--- src/baud_gen_pkg.sv ---
// Purpose: Shared constants and types for the serial bit-rate generator
// Assumes: 32-bit APB register window, one word per register
// Notes:   Register offsets are byte addresses
package baud_gen_pkg;

  localparam int          ADDR_W          = 8;
  localparam logic [7:0]  OFF_TX_CTRL     = 8'h00;
  localparam logic [7:0]  OFF_RX_CTRL     = 8'h04;
  localparam logic [7:0]  OFF_DIVISOR     = 8'h08;
  localparam logic [7:0]  OFF_STATUS      = 8'h0C;

  localparam logic [7:0]  TX_RESET        = 8'h02;
  localparam logic [7:0]  RX_RESET        = 8'h00;
  localparam logic [7:0]  DIV_RESET       = 8'h00;
  localparam logic [7:0]  TX_WMASK        = 8'hF5;
  localparam logic [7:0]  RX_WMASK        = 8'hF8;

  localparam int          TX_MASTER_BIT   = 7;
  localparam int          TX_SYNC_BIT     = 4;
  localparam int          TX_HS_BIT       = 2;
  localparam int          RX_PORT_EN_BIT  = 7;
  localparam int          STAT_VOTE_BIT   = 8;

  // Prescale limits: divide by 64, 16 and 4
  localparam logic [5:0]  PRESC_ASYNC_LO  = 6'h3F;
  localparam logic [5:0]  PRESC_ASYNC_HI  = 6'h0F;
  localparam logic [5:0]  PRESC_SYNC      = 6'h03;

  localparam int          GAP_W           = 15;

  typedef struct packed {
    logic port_en;
    logic master;
    logic sync;
    logic high_speed;
  } ctrl_s;

endpackage

--- src/baud_gen.sv ---
// Purpose: Bit-rate generator with majority-vote receive sampler, APB slave
// Assumes: Inputs synchronous to CLK_I; APB master holds request until PREADY
// Notes:   Every APB access takes one wait state
// Summary of operation
// One generator serves both asynchronous and synchronous modes.
// Divisor sets period of a free-running 8-bit timer; its reload is the tick.
// Asynchronous mode: high-speed select joins divisor in setting rate.
// Synchronous mode: high-speed select has no effect on rate.
// Async, low speed: rate is clock over 64 times divisor plus one.
// Async, high speed: rate is clock over 16 times divisor plus one.
// Synchronous: rate is clock over 4 times divisor plus one.
// In sync mode rates apply only as clock master; sync slave gets no ticks.
// Divisor accepts 0 to 255, each giving a defined rate.
// Writing the divisor clears the timer at once.
// Receive line sampled three times per bit, majority decides level.
// Divisor resets to zero on every reset.
// Software may prefer high speed even for slow rates for less error.
// Port enable set routes pins to the serial port; clear disables.
// One-cycle tick each timer reload; shifters time from it.
//
// Local design decisions: the register addresses and the APB interface to the registers.
`timescale 1ns/1ns
`default_nettype none

module baud_gen (
  input  wire logic                            CLK_I,
  input  wire logic                            RST_N_I,
  input  wire logic                            PSEL_I,
  input  wire logic                            PENABLE_I,
  input  wire logic                            PWRITE_I,
  input  wire logic [baud_gen_pkg::ADDR_W-1:0] PADDR_I,
  input  wire logic [31:0]                     PWDATA_I,
  output var  logic [31:0]                     PRDATA_O,
  output var  logic                            PREADY_O,
  output var  logic                            PSLVERR_O,
  input  wire logic                            RX_LINE_I,
  output var  logic                            BIT_TICK_O,
  output var  logic                            RX_BIT_O,
  output var  logic                            PORT_EN_O
);
  import baud_gen_pkg::*;

  logic [1:0]       rst_sync_ff;
  logic             rst_n;
  logic [7:0]       tx_ctrl_ff;
  logic [7:0]       rx_ctrl_ff;
  logic [7:0]       div_ff;
  logic [5:0]       presc_ff;
  logic [7:0]       timer_ff;
  logic [2:0]       rx_samp_ff;
  logic             tick_ff;
  logic             vote_ff;
  logic             port_en_ff;
  logic             pready_ff;
  logic             pslverr_ff;
  logic [31:0]      prdata_ff;
  logic [5:0]       nxt_presc;
  logic [7:0]       nxt_timer;
  logic [7:0]       nxt_tx_ctrl;
  logic [7:0]       nxt_rx_ctrl;
  ctrl_s            ctrl;

  // Reset: asynchronous assert, two-flop release
  always_ff @(posedge CLK_I or negedge RST_N_I) begin
    if (!RST_N_I) begin
      rst_sync_ff <= 2'h0;
    end else begin
      rst_sync_ff <= {rst_sync_ff[0], 1'b1};
    end
  end
  assign rst_n = rst_sync_ff[1];

  // APB decode
  wire acc_phase = PSEL_I && PENABLE_I;
  wire sel_tx    = PADDR_I == OFF_TX_CTRL;
  wire sel_rx    = PADDR_I == OFF_RX_CTRL;
  wire sel_div   = PADDR_I == OFF_DIVISOR;
  wire sel_stat  = PADDR_I == OFF_STATUS;
  wire mapped    = sel_tx || sel_rx || sel_div || sel_stat;
  wire do_write  = acc_phase && pready_ff && PWRITE_I;
  wire tx_wr     = do_write && sel_tx;
  wire rx_wr     = do_write && sel_rx;
  wire div_wr    = do_write && sel_div;
  wire [31:0] rd_data =
      sel_tx   ? {24'h0, tx_ctrl_ff} :
      sel_rx   ? {24'h0, rx_ctrl_ff} :
      sel_div  ? {24'h0, div_ff} :
      sel_stat ? {23'h0, vote_ff, timer_ff} : 32'h0;

  assign nxt_tx_ctrl = (tx_ctrl_ff & ~TX_WMASK) | (PWDATA_I[7:0] & TX_WMASK);
  assign nxt_rx_ctrl = (rx_ctrl_ff & ~RX_WMASK) | (PWDATA_I[7:0] & RX_WMASK);

  always_ff @(posedge CLK_I or negedge rst_n) begin
    if (!rst_n) begin
      pready_ff  <= 1'b0;
      pslverr_ff <= 1'b0;
      prdata_ff  <= 32'h0;
    end else begin
      pready_ff  <= acc_phase && !pready_ff;
      pslverr_ff <= acc_phase && !pready_ff && !mapped;
      prdata_ff  <= (acc_phase && !pready_ff && !PWRITE_I) ? rd_data : 32'h0;
    end
  end

  // Control registers
  always_ff @(posedge CLK_I or negedge rst_n) begin
    if (!rst_n) begin
      tx_ctrl_ff <= TX_RESET;
      rx_ctrl_ff <= RX_RESET;
      div_ff     <= DIV_RESET;
    end else begin
      if (tx_wr) tx_ctrl_ff <= nxt_tx_ctrl;
      if (rx_wr) rx_ctrl_ff <= nxt_rx_ctrl;
      if (div_wr) div_ff <= PWDATA_I[7:0];
    end
  end

  // One driver for the whole control bundle
  assign ctrl = '{port_en:    rx_ctrl_ff[RX_PORT_EN_BIT],
                  master:     tx_ctrl_ff[TX_MASTER_BIT],
                  sync:       tx_ctrl_ff[TX_SYNC_BIT],
                  high_speed: tx_ctrl_ff[TX_HS_BIT]};

  // Prescale select: one generator for both modes
  wire [5:0] presc_lim =
      ctrl.sync       ? PRESC_SYNC :
      ctrl.high_speed ? PRESC_ASYNC_HI :
                        PRESC_ASYNC_LO;
  // Sync slave takes its clock from outside
  wire gen_run   = ctrl.port_en && (!ctrl.sync || ctrl.master);
  wire presc_end = presc_ff >= presc_lim;
  wire timer_end = timer_ff == div_ff;
  wire raw_tick  = gen_run && presc_end && timer_end;

  assign nxt_presc = (div_wr || !gen_run || presc_end) ? 6'h00 : presc_ff + 6'h01;
  assign nxt_timer = (div_wr || !gen_run) ? 8'h00 :
                     !presc_end ? timer_ff :
                     timer_end  ? 8'h00 : timer_ff + 8'h01;

  always_ff @(posedge CLK_I or negedge rst_n) begin
    if (!rst_n) begin
      presc_ff <= 6'h00;
      timer_ff <= 8'h00;
      tick_ff  <= 1'b0;
    end else begin
      presc_ff <= nxt_presc;
      timer_ff <= nxt_timer;
      tick_ff  <= raw_tick;
    end
  end

  // Majority of the last three samples of the bit
  wire vote = (rx_samp_ff[0] & rx_samp_ff[1]) | (rx_samp_ff[0] & rx_samp_ff[2]) |
              (rx_samp_ff[1] & rx_samp_ff[2]);

  always_ff @(posedge CLK_I or negedge rst_n) begin
    if (!rst_n) begin
      rx_samp_ff <= 3'h7;
      vote_ff    <= 1'b1;
      port_en_ff <= 1'b0;
    end else begin
      rx_samp_ff <= {rx_samp_ff[1:0], RX_LINE_I};
      if (raw_tick) vote_ff <= vote;
      port_en_ff <= ctrl.port_en;
    end
  end

  assign PRDATA_O   = prdata_ff;
  assign PREADY_O   = pready_ff;
  assign PSLVERR_O  = pslverr_ff;
  assign BIT_TICK_O = tick_ff;
  assign RX_BIT_O   = vote_ff;
  assign PORT_EN_O  = port_en_ff;

  // Checking helpers: gap between ticks under a steady setup
  logic [GAP_W-1:0] gap_ff;
  logic             clean_ff;
  wire  [7:0]       wr_byte     = PWDATA_I[7:0];
  wire              port_en_cfg = ctrl.port_en;

  always_ff @(posedge CLK_I or negedge rst_n) begin
    if (!rst_n) begin
      gap_ff   <= '0;
      clean_ff <= 1'b0;
    end else begin
      gap_ff   <= tick_ff ? GAP_W'(1) : (&gap_ff ? gap_ff : gap_ff + GAP_W'(1));
      clean_ff <= (do_write || !gen_run) ? 1'b0 : (tick_ff ? 1'b1 : clean_ff);
    end
  end
endmodule // baud_gen

`default_nettype wire

--- config.mk ---
export PLATFORM = sky130hd
export DESIGN_NAME = baud_gen
export DESIGN_NICKNAME = d
export VERILOG_FILES = /design/src/baud_gen_pkg.sv /design/src/baud_gen.sv
export SDC_FILE = /design/constraint.sdc
export NUM_CORES = 1
export LEC_CHECK = 0
export ABC_AREA = 1
export BUFFER_PORTS_ARGS = -buffer_cell sky130_fd_sc_hd__buf_4
export CAP_MARGIN = 25
export CORE_MARGIN = 2
export CORE_UTILIZATION = 50
export CTS_CLUSTER_SIZE = 8
export DETAILED_ROUTE_END_ITERATION = 8
export GPL_TIMING_DRIVEN = 0
export PLACE_DENSITY = 0.74
export SLEW_MARGIN = 20
export SYNTH_ARGS = -nofsm -noshare
export SYNTH_HDL_FRONTEND = slang
export SYNTH_SLANG_ARGS = --single-unit
--- constraint.sdc ---
create_clock -name CLK_I -period 1.7 [get_ports CLK_I]
set_input_delay 0.255 -clock CLK_I [delete_from_list [all_inputs] [get_ports CLK_I]]
set_output_delay 0.255 -clock CLK_I [all_outputs]
set_load 0.05 [all_outputs]
# --- After elaboration in Yosys (flattened, before gate mapping) ---
# Index checks and enable logic that the tools add are counted.
word_totals:
  regBits: 57
  out_inout_bits: 37
op_classes:
  n_addsub: 2
  n_lt_le_gt_ge: 1
  n_eq_ne: 4
  mux: 11
  bitwise: 7
  n_reduce_logical: 25
op_table:
  columns: ["op", "count"]
  rows:
  - ["$mux 9", 5]
  - ["$mux 8", 3]
  - ["$mux 6", 3]
  - ["$eq 8x4->1 const B", 2]
  - ["$logic_and 1x1->1", 12]
  - ["$add 8x1->8 const B", 1]
  - ["$eq 8x3->1 const B", 1]
  - ["$eq 8x8->1", 1]
  - ["$logic_not 8->1", 1]
  - ["$or 3x8->8", 1]
  - ["$or 4x8->8", 1]
  - ["$add 6x1->6 const B", 1]
  - ["$ge 6x6->1", 1]
  - ["$logic_or 1x1->1", 6]
  - ["$logic_not 1->1", 5]
  - ["$and 1x1->1", 3]
  - ["$or 1x1->1", 2]
  - ["$reduce_bool 2->1", 1]

# --- Logic depth before layout (Yosys ltp) ---
logic_depth:
  depth_word: 7
  ltp_mapped: 11
  depth_no_buf: 11

# --- Least setup slack after synthesis ---
# OpenSTA, ideal clock, no wires.
synth_timing:
  kind: "flip-flop to flip-flop"
  start: "register tx_ctrl_ff[4]"
  end: "register presc_ff[2]"
  arrival_time_ns: 1.688
  setup_slack_ns: -0.059
  stages_incl_launch_ff: 12
  path_buffers: 0
  path_cell_list: "dfrtp_1 > or2_2 > ha_1 > nand2_1 > inv_1 > nand2_1 > nand3_1 > nor2_1 > nand2_2 > inv_4 > nand2_1 > nor2_1"
synth_between:
  elab_chain_cells: 7
  elab_cells_between_ends: 9
  cone_classes: "1 x order compare; 2 x mux; 6 x reduce/logical"
synth_lines:
  columns: ["item", "line", "source"]
  rows:
  - ["from (decl)", "baud_gen.sv:45", "logic [7:0] tx_ctrl_ff;"]
  - ["from (signal assigned)", "baud_gen.sv:112", "if (tx_wr) tx_ctrl_ff <= nxt_tx_ctrl;"]
  - ["branches (longest 5 deep; another with $ge 6x6->1)", null, null]
  - ["$logic_or 1x1->1 (*)", "baud_gen.sv:135", "assign nxt_presc = (div_wr || !gen_run || presc_end) ? 6'h00 : presc_ff + 6'h01;"]
  - ["$mux 6 (*)", "baud_gen.sv:135", null]
  - ["net nxt_presc[2]", "baud_gen.sv:57", "logic [5:0] nxt_presc;"]
  - ["to (signal assigned)", "baud_gen.sv:146", "presc_ff <= nxt_presc;"]
  - ["to (decl)", "baud_gen.sv:48", "logic [5:0] presc_ff;"]
# Mark *: on every way through the listed nets, which the timed path passes.
# A chain may end at the register's enable or synchronous reset.

# --- Worst setup path after layout ---
layout_timing:
  start: "register tx_ctrl_ff[4]"
  end: "register timer_ff[7]"
layout_between:
  elab_chain_cells: 6
  elab_cells_between_ends: 9
  cone_classes: "1 x order compare; 2 x mux; 6 x reduce/logical"
layout_lines:
  columns: ["item", "line", "source"]
  rows:
  - ["branches (longest 6 deep; another with $ge 6x6->1)", null, null]
  - ["to (signal assigned)", "baud_gen.sv:147", "timer_ff <= nxt_timer;"]
  - ["to (decl)", "baud_gen.sv:49", "logic [7:0] timer_ff;"]
# Parallel ways; which one is timed is not known.

==> results by group <==
Worst setup path
  – Top cell family by delay on the critical path: simple AND/OR/NAND/NOR gates
  – Critical path peak fanout: 5
  – Worst path max stage delay: 0.42 ns
  – Worst path required time: 1.90 ns
  – Worst setup EP type: flip-flop
  – CP startpoint kind: flip-flop
  – Critical path arrival: 1.97 ns
  – WS Path Type: flip-flop to flip-flop
  – Worst path bufs/invs: 3
  – Crit-path slowest cell: dfrtp_2
  – Worst reg2reg path startpoint: tx_ctrl_ff[4]
  – Crit-path cells: or2_4 > ha_4 > nand2_2 > inv_2 > nand3_2 > inv_2 > nor2_4 > nand2_4 > clkinvlp_4 > nand2_1 > nand2_1
  – Critical path launch point: tx_ctrl_ff[4]

Layout
  – N_diodes: 0
  – Sequential Area: 0.00131 mm2
  – Most frequent cells in the layout: nand2_1 (94), buf_4 (63), dfrtp_1 (46), inv_1 (34), nor2_1 (29)
  – Most common cell after layout, fill and taps aside: nand2_1
  – Multi-input logic area: 0.00133 mm2
  – Layout cells sized above 1: 0.289
  – Fin cells: 497
  – Filler cell count: 501
  – Nets@finish: 476
  – Area grow syn2layout: 24.4%
  – Final Cell Area: 0.00353 mm2

Synthesis
  – Mean Syn Cell Area: 8.08 um2
  – Adder-Cell Fraction of Synth Area: 0.0300
  – Mux cell area share after synthesis: 0
  – Synth Warn #: 0
  – Sequential share of the synthesized area: 0.460
  – Cells after Synth: 351
  – Compound-Gate Fraction of Synth Area: 0.0631
  – Post-synthesis cell area: 0.00284 mm2
  – Simple-Gate Fraction of Synth Area: 0.276
  – Seq cells post-synth: 52
  – Post-synthesis xor/xnor area fraction: 0.0370
  – Combinational family with the most area after synthesis: simple AND/OR/NAND/NOR gates
  – Synth unique cells: 34

Drt
  – DRT iter0 DRCs: 150
  – DRC Markers: 0
  – Final WL: 6000 um
  – DR vias/cell: 4.74
  – Routed WL per cell: 12.1 um
  – First-pass DRT Iterations: 4
  – DRT antenna net count: 0
  – Vias: 2355

Outcome
  – Status: finished with violations
  – Violated checks: setup timing

CTS
  – Clock buffer depth: 2
  – CTS tree: built
  – Clock Latency Late Sink: 0.30 ns
  – Htree depth: 2
  – Sink Count: 52
  – Num CTS Buffers: 5
  – Worst-path clk slew: 0.09 ns
  – Root Driver: clkbuf_8

STA
  – Max-slew violation count: 0
  – Fmax: 566 MHz
  – Final Cycle Share: 1.04
  – Final min period: 1.77 ns
  – Layout Skew: 0.00780 ns
  – Final hold vios: 0
  – Fin Hold WS: 0.0524 ns
  – Least-Margin Pin Slew: 0.539 ns
  – Slew HR: 0.637
  – Unrepaired setup endpoints after global routing: yes
  – Final setup fails: 14
  – Setup WS post-layout: -0.0660 ns
  – Setup TNS: -0.556 ns

GRT
  – Pin count of the biggest net entering global routing: 29
  – Vias in the first global route: 2192
  – Met3 GRT Util: 0.0307
  – Total GRT Usage: 0.204
  – Met2 Use GR: 0.342
  – Met1 usage: 0.269
  – Grt total ovfl: 0
  – GR peak layer: met2
  – Initial antenna violation count: 0
  – First-pass GRT wire length: 10000 um

Floorplanning
  – Core box area: 0.00551 mm2
  – Row count: 27
  – Die X: 79.3 um
  – Initial core utilization: 0.515
  – Top-Level Pins: 83
  – Die ar.: 0.00629 mm2
  – Die Y: 79.3 um

Worst hold path
  – Min-delay src: RX_LINE_I
  – Tightest Hold Check Type: input pin to flip-flop

Placement
  – Detailed placer's ending HPWL: 4460 um
  – # port buffers: 35
  – GPL Wtd Cong: 0.856
  – Placed cell count: 481
  – Placed instance area: 0.00330 mm2

Power
  – Power per cell area: 634 mW/mm2
  – LEAKAGE: 1.91 nW
  – IR drop worst, VDD: 365 uV

Job
  – Max Cap Viol: 0
==> state kept, by name, indices dropped and copies added (netlist names) <==
signal       flops
rx_ctrl_ff       5
PSLVERR_O        1
BIT_TICK_O       1
PORT_EN_O        1
RX_BIT_O         1
rx_samp_ff       3
presc_ff         6
PREADY_O         1
tx_ctrl_ff       6
div_ff           8
timer_ff         8
rst_sync_ff      2
PRDATA_O         9
==> worst reg2reg max path, cell delays in order (launching register included) <==
cell	delay, ns
dfrtp_2	0.42
or2_4	0.26
ha_4	0.27
nand2_2	0.05
inv_2	0.06
nand3_2	0.08
inv_2	0.07
nor2_4	0.04
nand2_4	0.13
clkinvlp_4	0.15
nand2_1	0.09
nand2_1	0.04
==> what timing repair did <==
action / 4_1_cts / 5_1_grt
pin swaps: 10 / 3
endpoints found under the setup margin: 16 / 16
hold buffers: 1 / 0
hold endpoints to repair: 2 / 0
gates cloned: 1 / 0
gates resized for setup: 15 / 5
setup buffers: 5 / 1
==> worst paths after layout <==
| path | endpoint | slack (ns) | cells past startpoint |
|---|---|---|---|
| max in group asynchronous | RX_BIT_O | 0.86 | 1 |
| worst max-delay path | timer_ff[7] | -0.07 | 11 |
| worst min register to register | rx_ctrl_ff[7] | 0.24 | 0 |
| min in group asynchronous | rx_ctrl_ff[7] | 0.24 | 0 |
| worst max register to register | timer_ff[7] | -0.07 | 11 |
| worst min-delay path | rx_samp_ff[0] | 0.05 | 1 |
==> cells in the mapped netlist, drive strengths merged <==
library cell  count  area (um2)
a21oi             3        26.3
buf              27         199
conb              2        7.51
dfrtp            48        1200
dfstp             4         105
ha                6        75.1
inv              45         171
maj3              1        10.0
nand2           104         410
nand3            15        75.1
nand4            12        75.1
nor2             39         180
nor3              3        31.3
o211a             1        10.0
o211ai            2        15.0
o21ai            24         120
o21bai            1        7.51
or2               2        12.5
xnor2             8        70.1
xor2              4        35.0
==> per-stage QoR <==
step                      power [mW]  worst slack [ns]  utilization
after floorplan                 1.50            0.0280            -
after global placement          1.56            -0.357        0.595
after detailed placement        1.57            -0.209        0.599
after CTS                       2.26           -0.0273        0.636
after global routing            2.32            -0.171        0.641
final                           2.24           -0.0660        0.641
==> power breakdown <==
group / internal, mW / leakage, nW / total, mW / switching [mW]
Sequential: 1.25 / 0.704 / 1.27 / 0.0157
Combinational: 0.0928 / 1.17 / 0.282 / 0.189
Clock: 0.289 / 0.0412 / 0.689 / 0.400
Total: 1.63 / 1.91 / 2.24 / 0.605
==> cell type report <==
class	count	area share
Timing Repair Buffer	43	0.0968
Clock buffer	6	0.0206
Tap cell	72	0.0255
Inverter	45	0.0486
Buffer	27	0.0564
Clock inverter	2	0.00354
Sequential cell	52	0.371
Multi-Input combinational cell	249	0.376
Timing Repair inverter	1	0.00213
==> cell families (layout without fill, tap and decap cells) <==
group                      Yosys count  after routing
DFF                                 52             52
xor gates and xnor gates            12             12
AOI/OAI and AO/OA                   31             31
and+or+nand+nor                    175            175
adders and majority gates            7              7
buffers and inverters               72            124
other                                2             24
==> layer usage <==
| metal | vias to the layer above | share of wire |
|---|---|---|
| li1 | 1201 | - |
| met1 | 1079 | 0.43 |
| met2 | 68 | 0.50 |
| met3 | 7 | 0.061 |
| met4 | 0 | 0.0090 |
| met5 | - | 0 |
No activity file was read; power rests on OpenSTA's default activity.
